### config.mk
export PLATFORM = sky130hd
export DESIGN_NAME = serial_channel_extra_config
export DESIGN_NICKNAME = d
export VERILOG_FILES = /design/src/logic/serial_channel_extra_config_pkg.sv /design/src/logic/mult_if.sv /design/src/logic/baud_clock_multiplier.sv /design/src/logic/serial_channel_extra_config.sv /design/src/logic/transparent_rx_assembler.sv
export SDC_FILE = /design/constraint.sdc
export NUM_CORES = 1
export LEC_CHECK = 0
export BUFFER_PORTS_ARGS = -buffer_cell sky130_fd_sc_hd__buf_2
export CELL_PAD_IN_SITES_DETAIL_PLACEMENT = 0
export CELL_PAD_IN_SITES_GLOBAL_PLACEMENT = 1
export CORE_MARGIN = 3
export CORE_UTILIZATION = 40
export DETAILED_ROUTE_END_ITERATION = 8
export GPL_ROUTABILITY_DRIVEN = 1
export HOLD_SLACK_MARGIN = 0.06
export PLACE_DENSITY_LB_ADDON = 0.08
export SYNTH_ARGS = -nofsm -noshare
export SYNTH_HDL_FRONTEND = slang
export SYNTH_SLANG_ARGS = --single-unit
### constraint.sdc
create_clock -name clk -period 2.21 [get_ports clk]
set_clock_uncertainty 0.1 [all_clocks]
set_input_delay 0.442 -clock clk [delete_from_list [all_inputs] [get_ports clk]]
set_output_delay 0.442 -clock clk [all_outputs]
set_load 0.005 [all_outputs]
### src/logic/serial_channel_extra_config_pkg.sv
// Constants, field layout and types of the per-channel extra configuration register.
// Summary of operation
// - Bits 31 to 22 read as zero and ignore writes.
// - Shallow bit 21 limits the transmit FIFO to 2+2 bytes, else 16+2 bytes.
// - With bit 20 clear, RTS follows request and force bits, updated by transmit clock.
// - With bit 20 set, RTS follows the force bit directly, no transmit clock needed.
// - Bit 19 clear: transparent receive bytes are LSB first, first bit at 0.
// - Bit 19 set: transparent receive bytes are MSB first, first bit at 7.
// - Bit 18 is plain read/write storage driving no pin.
// - Bit 15 set holds the clock multiplier in reset; clear lets it run.
// - Bit 14 set multiplies the baud generator input clock by four; clear bypasses.
package serial_channel_extra_config_pkg;
   localparam int NUM_CH = 4;
   localparam int ADDR_W = 10;
   localparam int DATA_W = 32;
   localparam int BYTES = 4;
   localparam logic [ADDR_W-1:0] EXTRA_CONFIG_OFFSET [NUM_CH] = '{
      10'h15c, 10'h1dc, 10'h25c, 10'h2dc};
   localparam int BIT_TX_FIFO_SHALLOW = 21;
   localparam int BIT_DIRECT_RTS = 20;
   localparam int BIT_RX_ORDER = 19;
   localparam int BIT_TERMINAL_READY = 18;
   localparam int BIT_CARRIER_OUT = 17;
   localparam int BIT_CARRIER_DIR = 16;
   localparam int BIT_MULT_HOLD = 15;
   localparam int BIT_TIMES_FOUR = 14;
   localparam int FIELD_LSB = 14;
   localparam int FIELD_W = 8;
   localparam int LEVEL_W = 5;
   localparam int DEEP_DATA_BYTES = 16;
   localparam int SHALLOW_DATA_BYTES = 2;
   localparam int SHIFT_STAGE_BYTES = 2;
   localparam logic [LEVEL_W-1:0] DEPTH_DEEP = LEVEL_W'(DEEP_DATA_BYTES + SHIFT_STAGE_BYTES);
   localparam logic [LEVEL_W-1:0] DEPTH_SHALLOW =
      LEVEL_W'(SHALLOW_DATA_BYTES + SHIFT_STAGE_BYTES);
   localparam int MULT_FACTOR = 4;
   localparam int PERIOD_W = 8;
   localparam logic [PERIOD_W-1:0] PERIOD_MAX = 8'hff;
   localparam logic [2:0] BITS_PER_BYTE_LAST = 3'h7;
   localparam logic [DATA_W-1:0] WORD_RESET = 32'h0000_0000;

   typedef struct packed {
      logic tx_fifo_shallow;
      logic direct_rts_mode;
      logic transparent_rx_bit_order;
      logic terminal_ready_ch3;
      logic carrier_pin_out_value;
      logic carrier_pin_direction;
      logic multiplier_hold_reset;
      logic baud_clock_times_four;
   } chan_cfg_t;

   localparam chan_cfg_t CFG_RESET = '0;
endpackage : serial_channel_extra_config_pkg

### src/logic/mult_if.sv
// Interface between the register bank and one channel clock multiplier.
`timescale 1ns/1ps
interface mult_if;
   logic src_tick;
   logic hold;
   logic times_four;
   logic out_tick;
   logic locked;
   modport bank (output src_tick, output hold, output times_four,
      input out_tick, input locked);
   modport mult (input src_tick, input hold, input times_four,
      output out_tick, output locked);
endinterface : mult_if

### src/logic/baud_clock_multiplier.sv
// Times-four tick multiplier that feeds the baud rate generator of one channel.
`timescale 1ns/1ps
module baud_clock_multiplier
   import serial_channel_extra_config_pkg::*;
(
   input wire logic clk,
   input wire logic reset_n,
   mult_if.mult m
);
   import serial_channel_extra_config_pkg::*;

   typedef struct packed {
      logic [PERIOD_W-1:0] period;
      logic [PERIOD_W-1:0] count;
      logic [PERIOD_W-1:0] phase;
      logic [1:0] extra;
      logic seen;
      logic locked;
   } mult_state_t;

   mult_state_t st_ff;
   mult_state_t nxt_st;
   logic [PERIOD_W-1:0] quarter;

   // The period is measured in system clocks, so source periods under four clocks cannot
   // be multiplied; the input range limit on software keeps well inside that.
   assign quarter = st_ff.period >> 2;

   always_comb begin
      nxt_st = st_ff;
      if (m.hold) begin
         nxt_st = '0;
      end else begin
         if (st_ff.count != PERIOD_MAX) begin
            nxt_st.count = st_ff.count + 8'h01;
         end
         if (st_ff.phase != PERIOD_MAX) begin
            nxt_st.phase = st_ff.phase + 8'h01;
         end
         if (st_ff.locked && st_ff.extra != 2'h0 && st_ff.phase == quarter) begin
            nxt_st.extra = st_ff.extra - 2'h1;
            nxt_st.phase = 8'h01;
         end
         if (m.src_tick) begin
            nxt_st.seen = 1'b1;
            nxt_st.count = 8'h01;
            nxt_st.phase = 8'h01;
            nxt_st.extra = 2'(MULT_FACTOR - 1);
            if (st_ff.seen) begin
               nxt_st.period = st_ff.count;
               nxt_st.locked = 1'b1;
            end
         end
      end
   end

   always_ff @(posedge clk or negedge reset_n) begin
      if (!reset_n) begin
         st_ff <= '0;
      end else begin
         st_ff <= nxt_st;
      end
   end

   // Bypass when times four is off; the multiplier output only counts while it runs.
   assign m.out_tick = !m.times_four ? m.src_tick :
      (!m.hold && st_ff.locked && (m.src_tick ||
      (st_ff.extra != 2'h0 && st_ff.phase == quarter)));
   assign m.locked = st_ff.locked;
endmodule : baud_clock_multiplier

### src/logic/serial_channel_extra_config.sv
// Bits 31 to 14 of the per-channel extra configuration register and the logic they steer.
`timescale 1ns/1ps
module serial_channel_extra_config
   import serial_channel_extra_config_pkg::*;
(
   input wire logic clk,
   input wire logic reset_n,
   input wire logic [serial_channel_extra_config_pkg::ADDR_W-1:0] reg_addr,
   input wire logic reg_wr,
   input wire logic reg_rd,
   input wire logic [serial_channel_extra_config_pkg::BYTES-1:0] reg_be,
   input wire logic [serial_channel_extra_config_pkg::DATA_W-1:0] reg_wdata,
   output logic [serial_channel_extra_config_pkg::DATA_W-1:0] reg_rdata,
   output logic reg_ack,
   output logic reg_hit,
   input wire logic [serial_channel_extra_config_pkg::NUM_CH-1:0] rts_request,
   input wire logic [serial_channel_extra_config_pkg::NUM_CH-1:0] force_rts_bit,
   input wire logic [serial_channel_extra_config_pkg::NUM_CH-1:0] tx_clk_tick,
   output logic [serial_channel_extra_config_pkg::NUM_CH-1:0] rts_out,
   input wire logic [serial_channel_extra_config_pkg::NUM_CH-1:0]
      [serial_channel_extra_config_pkg::LEVEL_W-1:0] tx_fifo_level,
   output logic [serial_channel_extra_config_pkg::NUM_CH-1:0]
      [serial_channel_extra_config_pkg::LEVEL_W-1:0] tx_fifo_limit,
   output logic [serial_channel_extra_config_pkg::NUM_CH-1:0] tx_fifo_accept,
   input wire logic [serial_channel_extra_config_pkg::NUM_CH-1:0] rx_bit_valid,
   input wire logic [serial_channel_extra_config_pkg::NUM_CH-1:0] rx_bit,
   output logic [serial_channel_extra_config_pkg::NUM_CH-1:0][7:0] rx_byte,
   output logic [serial_channel_extra_config_pkg::NUM_CH-1:0] rx_byte_valid,
   input wire logic [serial_channel_extra_config_pkg::NUM_CH-1:0] carrier_pin_in,
   output logic [serial_channel_extra_config_pkg::NUM_CH-1:0] carrier_pin_out,
   output logic [serial_channel_extra_config_pkg::NUM_CH-1:0] carrier_pin_oe,
   output logic [serial_channel_extra_config_pkg::NUM_CH-1:0] carrier_detect,
   input wire logic [serial_channel_extra_config_pkg::NUM_CH-1:0] src_clk_tick,
   output logic [serial_channel_extra_config_pkg::NUM_CH-1:0] baud_clk_tick,
   output logic [serial_channel_extra_config_pkg::NUM_CH-1:0] multiplier_locked
);
   import serial_channel_extra_config_pkg::*;

   typedef struct packed {
      logic ok;
      logic [1:0] idx;
   } chan_sel_t;

   typedef struct packed {
      chan_cfg_t [NUM_CH-1:0] cfg;
      logic [NUM_CH-1:0] rts;
      logic [DATA_W-1:0] rdata;
      logic ack;
      logic hit;
   } bank_state_t;

   bank_state_t st_ff;
   bank_state_t nxt_st;
   chan_sel_t sel;
   logic [DATA_W-1:0] merged;

   // Maps a byte address onto a channel; anything else is unmapped.
   function automatic chan_sel_t decode_chan(input logic [ADDR_W-1:0] addr);
      chan_sel_t s;
      s = '0;
      for (int i = 0; i < NUM_CH; i++) begin
         if (addr == EXTRA_CONFIG_OFFSET[i]) begin
            s.ok = 1'b1;
            s.idx = 2'(i);
         end
      end
      return s;
   endfunction : decode_chan

   // Places the stored fields at their word positions; all other bits read as zero.
   function automatic logic [DATA_W-1:0] cfg_to_word(input chan_cfg_t c);
      logic [DATA_W-1:0] w;
      w = WORD_RESET;
      w[BIT_TX_FIFO_SHALLOW] = c.tx_fifo_shallow;
      w[BIT_DIRECT_RTS] = c.direct_rts_mode;
      w[BIT_RX_ORDER] = c.transparent_rx_bit_order;
      w[BIT_TERMINAL_READY] = c.terminal_ready_ch3;
      w[BIT_CARRIER_OUT] = c.carrier_pin_out_value;
      w[BIT_CARRIER_DIR] = c.carrier_pin_direction;
      w[BIT_MULT_HOLD] = c.multiplier_hold_reset;
      w[BIT_TIMES_FOUR] = c.baud_clock_times_four;
      return w;
   endfunction : cfg_to_word

   // Only the stored field bits are taken back, so reserved bits drop writes.
   function automatic chan_cfg_t word_to_cfg(input logic [DATA_W-1:0] w);
      chan_cfg_t c;
      c.tx_fifo_shallow = w[BIT_TX_FIFO_SHALLOW];
      c.direct_rts_mode = w[BIT_DIRECT_RTS];
      c.transparent_rx_bit_order = w[BIT_RX_ORDER];
      c.terminal_ready_ch3 = w[BIT_TERMINAL_READY];
      c.carrier_pin_out_value = w[BIT_CARRIER_OUT];
      c.carrier_pin_direction = w[BIT_CARRIER_DIR];
      c.multiplier_hold_reset = w[BIT_MULT_HOLD];
      c.baud_clock_times_four = w[BIT_TIMES_FOUR];
      return c;
   endfunction : word_to_cfg

   assign sel = decode_chan(reg_addr);

   always_comb begin
      merged = cfg_to_word(st_ff.cfg[sel.idx]);
      for (int b = 0; b < BYTES; b++) begin
         if (reg_be[b]) begin
            merged[8*b +: 8] = reg_wdata[8*b +: 8];
         end
      end
   end

   always_comb begin
      nxt_st = st_ff;
      nxt_st.ack = 1'b0;
      if (reg_wr && sel.ok) begin
         nxt_st.cfg[sel.idx] = word_to_cfg(merged);
      end
      if (reg_rd || reg_wr) begin
         nxt_st.ack = 1'b1;
         nxt_st.hit = sel.ok;
      end
      if (reg_rd) begin
         nxt_st.rdata = sel.ok ? cfg_to_word(st_ff.cfg[sel.idx]) : WORD_RESET;
      end
      for (int ch = 0; ch < NUM_CH; ch++) begin
         if (st_ff.cfg[ch].direct_rts_mode) begin
            // No transmit clock is needed, so the line can be set up while idle.
            nxt_st.rts[ch] = force_rts_bit[ch];
         end else if (tx_clk_tick[ch]) begin
            // The normal path only moves on transmit clock ticks and freezes without them.
            nxt_st.rts[ch] = rts_request[ch] | force_rts_bit[ch];
         end
      end
   end

   always_ff @(posedge clk or negedge reset_n) begin
      if (!reset_n) begin
         for (int ch = 0; ch < NUM_CH; ch++) begin
            st_ff.cfg[ch] <= CFG_RESET;
         end
         st_ff.rts <= '0;
         st_ff.rdata <= WORD_RESET;
         st_ff.ack <= 1'b0;
         st_ff.hit <= 1'b0;
      end else begin
         st_ff <= nxt_st;
      end
   end

   assign reg_rdata = st_ff.rdata;
   assign reg_ack = st_ff.ack;
   assign reg_hit = st_ff.hit;
   assign rts_out = st_ff.rts;

   mult_if mif [NUM_CH] ();

   for (genvar g = 0; g < NUM_CH; g++) begin : gen_chan
      // The limit counts the two shift stages as well as the FIFO storage.
      assign tx_fifo_limit[g] = st_ff.cfg[g].tx_fifo_shallow ?
         DEPTH_SHALLOW : DEPTH_DEEP;
      assign tx_fifo_accept[g] = tx_fifo_level[g] < tx_fifo_limit[g];

      assign carrier_pin_oe[g] = st_ff.cfg[g].carrier_pin_direction;
      assign carrier_pin_out[g] = st_ff.cfg[g].carrier_pin_direction &
         st_ff.cfg[g].carrier_pin_out_value;
      // When driving, the sensed carrier is the driven value, not the pin input.
      assign carrier_detect[g] = st_ff.cfg[g].carrier_pin_direction ?
         st_ff.cfg[g].carrier_pin_out_value : carrier_pin_in[g];

      assign mif[g].src_tick = src_clk_tick[g];
      assign mif[g].hold = st_ff.cfg[g].multiplier_hold_reset;
      assign mif[g].times_four = st_ff.cfg[g].baud_clock_times_four;
      assign baud_clk_tick[g] = mif[g].out_tick;
      assign multiplier_locked[g] = mif[g].locked;

      baud_clock_multiplier u_mult (
         .clk(clk),
         .reset_n(reset_n),
         .m(mif[g])
      );

      transparent_rx_assembler u_rx (
         .clk(clk),
         .reset_n(reset_n),
         .msb_first(st_ff.cfg[g].transparent_rx_bit_order),
         .bit_valid(rx_bit_valid[g]),
         .bit_value(rx_bit[g]),
         .byte_data(rx_byte[g]),
         .byte_valid(rx_byte_valid[g])
      );
   end
endmodule : serial_channel_extra_config

### src/logic/transparent_rx_assembler.sv
// Packs extended transparent receive bits into bytes in either bit order.
`timescale 1ns/1ps
module transparent_rx_assembler
   import serial_channel_extra_config_pkg::*;
(
   input wire logic clk,
   input wire logic reset_n,
   input wire logic msb_first,
   input wire logic bit_valid,
   input wire logic bit_value,
   output logic [7:0] byte_data,
   output logic byte_valid
);
   import serial_channel_extra_config_pkg::*;

   typedef struct packed {
      logic [7:0] shift;
      logic [2:0] count;
      logic [7:0] data;
      logic valid;
   } asm_state_t;

   asm_state_t st_ff;
   asm_state_t nxt_st;
   logic [7:0] shifted;

   always_comb begin
      shifted = msb_first ? {st_ff.shift[6:0], bit_value} :
         {bit_value, st_ff.shift[7:1]};
      nxt_st = st_ff;
      nxt_st.valid = 1'b0;
      if (bit_valid) begin
         nxt_st.shift = shifted;
         nxt_st.count = st_ff.count + 3'h1;
         if (st_ff.count == BITS_PER_BYTE_LAST) begin
            nxt_st.data = shifted;
            nxt_st.valid = 1'b1;
         end
      end
   end

   always_ff @(posedge clk or negedge reset_n) begin
      if (!reset_n) begin
         st_ff <= '0;
      end else begin
         st_ff <= nxt_st;
      end
   end

   assign byte_data = st_ff.data;
   assign byte_valid = st_ff.valid;
endmodule : transparent_rx_assembler

# == Word level (Yosys, flattened, before mapping) ==
# Cells that the tools add are included.
# totals
in_bits,98
wordCells,269
out_inout_bits,118
register_bits,262
# classes
n_mux,73
reduce_logical,67
bitwise,8
n_addsub,16
n_eq_ne,20
order_cmp,6
# ops
op,n
28-bit 2-to-1 mux,8
8-bit 2-to-1 mux,19
8-bit by 1-bit adder with 8-bit output (second input constant),8
8-bit inequality test (second input constant),8
10-bit 2-to-1 mux,4
32-bit bitwise mux,1
8-bit by 6-bit equality test with 1-bit output,4
2-bit nonzero test,16
1-bit 2-to-1 mux,28
3-bit nonzero test,8
1-bit logical AND,22
22-bit 2-to-1 mux,1
10-bit equality test (second input constant),2
10-bit by 9-bit equality test with 1-bit output (second input constant),2
5-bit < comparator,4
5-bit 2-to-1 mux,4
8-bit binary-select mux with 2-bit select,1
8-bit demux with 2-bit select,1
2-bit AND reduction,8
4-bit nonzero test,4
3-bit by 1-bit adder with 3-bit output (second input constant),4
3-bit equality test (second input constant),4
3-bit 2-to-1 mux,4
2-bit by 1-bit subtractor with 2-bit output (second input constant),4
8 further kinds,21

# == Logic depth before layout (Yosys ltp) ==
# depth
ltp_word,10
mapped_depth,7
mapped_depth_nobuf,6

# == Modules after synthesis ==
# Synthesis repeated with hierarchy kept, for this count alone.
# unflattened
cells_unflattened,1290
area_unflattened_um2,12623.4
# modules_own_cells
module,cells_each,instances,area_per_inst_um2
baud_clock_multiplier (gen_chan[0].u_mult ...),152,3,1378.8
transparent_rx_assembler,80,4,937.1
serial_channel_extra_config,360,1,3314.4
baud_clock_multiplier (gen_chan[2].u_mult),154,1,1423.9

# == Least setup slack after synthesis ==
# Ideal clock, no wire load.
# synth_timing
kind,reg-to-output
from,register gen_chan[2].u_mult.st_ff[2] in the netlist's numbering
to,output baud_clk_tick[2] in the netlist's numbering
stages_incl_launch_ff,8
slack_ns,0.241
t_arrival_ns,1.427
path_cell_list,dfrtp_1 inv_1 ha_1 nor4b_1 and4_1 a32oi_1 o22ai_1 buf_4
# synth_between
elab_chain_len,5
# synth_lines
element,line,text
from (decl),baud_clock_multiplier.sv:21,mult_state_t st_ff;
from (signal assigned),baud_clock_multiplier.sv:61,st_ff <= nxt_st;
2-bit nonzero test,baud_clock_multiplier.sv:68,(st_ff.extra != 2'h0 && st_ff.phase == quarter)));
1-bit logical AND,baud_clock_multiplier.sv:68,
1-bit logical OR,baud_clock_multiplier.sv:67,(!m.hold && st_ff.locked && (m.src_tick ||
1-bit logical AND,baud_clock_multiplier.sv:67,
1-bit 2-to-1 mux,baud_clock_multiplier.sv:66,assign m.out_tick = !m.times_four ? m.src_tick :
to (decl),serial_channel_extra_config.sv:34,"output logic [serial_channel_extra_config_pkg::NUM_CH-1:0] baud_clk_tick,"
# No other way between the ends.

# == Worst setup path in the final report ==
# Same ends and word-level chain as after synthesis.

==> results.tsv <==
metric	value	unit
status	finished with violations	
violations	negative setup slack	
clk_path_buf_depth	3	
drtIter0Drc	443	
hp-start	tx_clk_tick[3]	
fin_crit_sh	116	%
hold_path_end	rts_out[3]	
holdCritPathClass	input port to flip-flop	
place.gp.congestion	0.786	
io_buffers	153	
crit_buf_inv	2	
insertion_delay	0.54	ns
cts_buffers	27	
track_usage	18.5	%
netlist_area	0.0120	mm2
rr_startpoint	gen_chan[0].u_mult.st_ff[3]	
layout_common_cells	dfrtp_1, buf_2, nor2_1	
final_common_cell	dfrtp_1	
critical_path.max_stage_delay	0.35	ns
hold_violations	0	
dp_hpwl	21.2	mm
worst_pin_slew	0.608	ns
async_flop_share	100	%
die_x	179	um
rsz0062_at_grt	true	
path_clk_slew	0.06	ns
fin_crit	2.57	ns
leakage	6.17	nW
worstSetupStartpointType	flip-flop	
power_switching_share	28.3	%
io-pin-count	216	
grt_max_degree	52	
synth-seq-area-share	48.0	%
synth_top_area_share	48.0	%
reg2reg_slack	0.28	ns
seq_power_share	42.1	%
max_slew_margin	59.5	%
power.internal	9.05	mW
nFillCells	2837	
drive_above_1_share	25.1	%
floorplan.die.height	179	um
grt_pass1_vias	9168	
reg2reg_to	gen_chan[0].u_mult.st_ff[4]	
synth_top_area_cell	dfrtp_1	
fmaxAchievable	0.390	GHz
syn_to_final_growth	20.2	%
routed.top_layer	met5	
wl_met1	13.7	mm
root_buffer	clkbuf_16	
synth_warnings	0	
drc	0	
hold-worst-slack	0.0854	ns
critPathCaptureType	primary output	
synth_area_leaders	dfrtp_1, buf_4, a21oi_1, nor2_1, mux2i_1	
final_antenna_net_count	0	
dominantRegCellSynth	dfrtp_1	
n_antenna_cell	0	
detailedRoute.firstPassIterationCount	5	
p_clk_share	37.5	%
wirelength	29.4	mm
setup_violations	4	
maxCapViolations	0	
p_comb_share	20.3	%
viasPerCell	5.20	
coreArea	0.0291	mm2
num_rows	62	
worst_path_max_delay_cell	dfrtp_1	
grt-ovfl-total	0	
layout_setup_ws	-0.356	ns
power.density	875	mW/mm2
crit_fanout	2	
hold_path_depth	2	
rr_worst_depth	10	
synthCells	1233	
met3_length	1.14	mm
drv_slew	0	
grt_pass1_wl	48.1	mm
syn_avg_cell_area	9.72	um2
synth_cell_types	60	
vias	9326	
cp_top_family	simple AND/OR/NAND/NOR gates	
cts_sinks	230	
cts_tree	done	
p_switching	3.57	mW
vdd_ir_drop_max	744	uV
dr_wl_met2	13.9	mm
arrival	2.02	ns
path_class	flip-flop to primary output	
worstPathRequired	1.67	ns
fin_nets	1515	
detail_route.wl_per_cell	16.4	um
ys_ff_latch	230	
die-area	0.0321	mm2
htreeDepth	1	
final_core_util	49.5	%
synth-edff-count	0	
seqCellArea	0.00576	mm2
antenna_found_initial	2	
crit_chain	inv_1 -> ha_2 -> nor4b_4 -> and4_1 -> a32oi_1 -> o22ai_1 -> buf_2	
initial_core_util	41.2	%
multi_input_area	0.00545	mm2
cell usage after synthesis, drive strengths merged (5+ instances only):
cell type,instances
a311oi,5
nor4b,9
a211oi,16
ha,28
nand3,52
and3,18
nand4,16
o211ai,7
o22ai,14
and2,14
a21oi,114
inv,37
nor2b,7
nand2,76
and4,10
o31ai,15
dfrtp,230
nand3b,9
or3,5
xor2,13
nor3,29
mux2i,45
xnor2,29
nand4b,8
buf,108
nor4,9
clkbuf,52
nor2,135
o21ai,27
a31oi,33
mux2,18
what timing repair did:
item	4_1_cts	5_1_grt
setup buffers	18	10
gates resized for setup	33	17
endpoints found under the setup margin	8	8
hold endpoints to repair	53	0
pin swaps	24	21
hold buffers	14	0
routing by layer:
metal | track usage (%) | up-vias
met5 | 0 | -
met2 | 30.6 | 179
li1 | - | 4603
met4 | 4.28 | 4
met1 | 25.5 | 4493
met3 | 2.94 | 47
registers in the layout (all words and copies together), names as in the netlist:
signal / cells
gen_chan.u_mult.st_ff: 76
gen_chan.u_rx.st_ff: 44
gen_chan.u_rx.byte_data: 32
gen_chan.u_mult.quarter: 24
st_ff: 20
reg_rdata: 8
carrier_pin_oe: 4
gen_chan.u_mult.m.locked: 4
gen_chan.u_rx.byte_valid: 4
mif.hold: 4
mif.times_four: 4
rts_out: 4
reg_ack: 1
reg_hit: 1
power by group through the flow:
stage          Clock, mW  Sequential (mW)  Combinational [mW]
2_1_floorplan          0             5.25                1.91
3_3_place_gp           0             5.37                2.34
3_5_place_dp           0             5.38                2.37
4_1_cts             4.85             5.32                2.54
5_1_grt             5.03             5.41                2.94
6_report            4.73             5.32                2.56
layout make-up:
class                   instances  share of cell area [%]
well taps                     384                    3.33
repair buffers                256                    11.4
clock inverters                11                    1.16
clock buffers                  37                    5.43
inverters                      37                   0.981
multi-input cells             837                    37.8
flip-flops and latches        230                    39.9
cell families after synthesis:
logic type / share of synthesized area (%)
other: 0.0313
buffers and inverters: 9.40
flip-flops: 48.0
multiplexers: 5.45
adder cells (fa/ha/maj): 2.92
AND/OR/NAND/NOR: 17.6
XOR/XNOR: 3.07
AO/OA/AOI/OAI: 13.6
worst max-delay path by stage:
stage / start / to / slack (ns) / cells after the start
floorplan: gen_chan[2].u_mult.st_ff[2] / baud_clk_tick[2] / 0.24 / 7
global placement: reg_addr[1] / st_ff[41] / 0.02 / 6
detailed placement: reg_addr[1] / st_ff[44] / 0.02 / 6
CTS: gen_chan[2].u_mult.st_ff[2] / baud_clk_tick[2] / -0.41 / 7
global route: gen_chan[2].u_mult.st_ff[3] / baud_clk_tick[2] / -0.45 / 7
finish: gen_chan[2].u_mult.st_ff[2] / baud_clk_tick[2] / -0.36 / 7
stage by stage:
stage	area [um2]	power, mW	setup WS [ns]	std cells	setup TNS, ns
finish	14400	12.6	-0.356	1792	-1.32
floorplan	12100	7.17	0.241	1264	0
global route	14400	13.4	-0.452	1792	-1.74
global placement	12900	7.72	0.0211	1702	0
detailed placement	12900	7.76	0.0195	1702	0
CTS	14200	12.7	-0.411	1782	-1.51
Power figures use the tool's default switching activity.
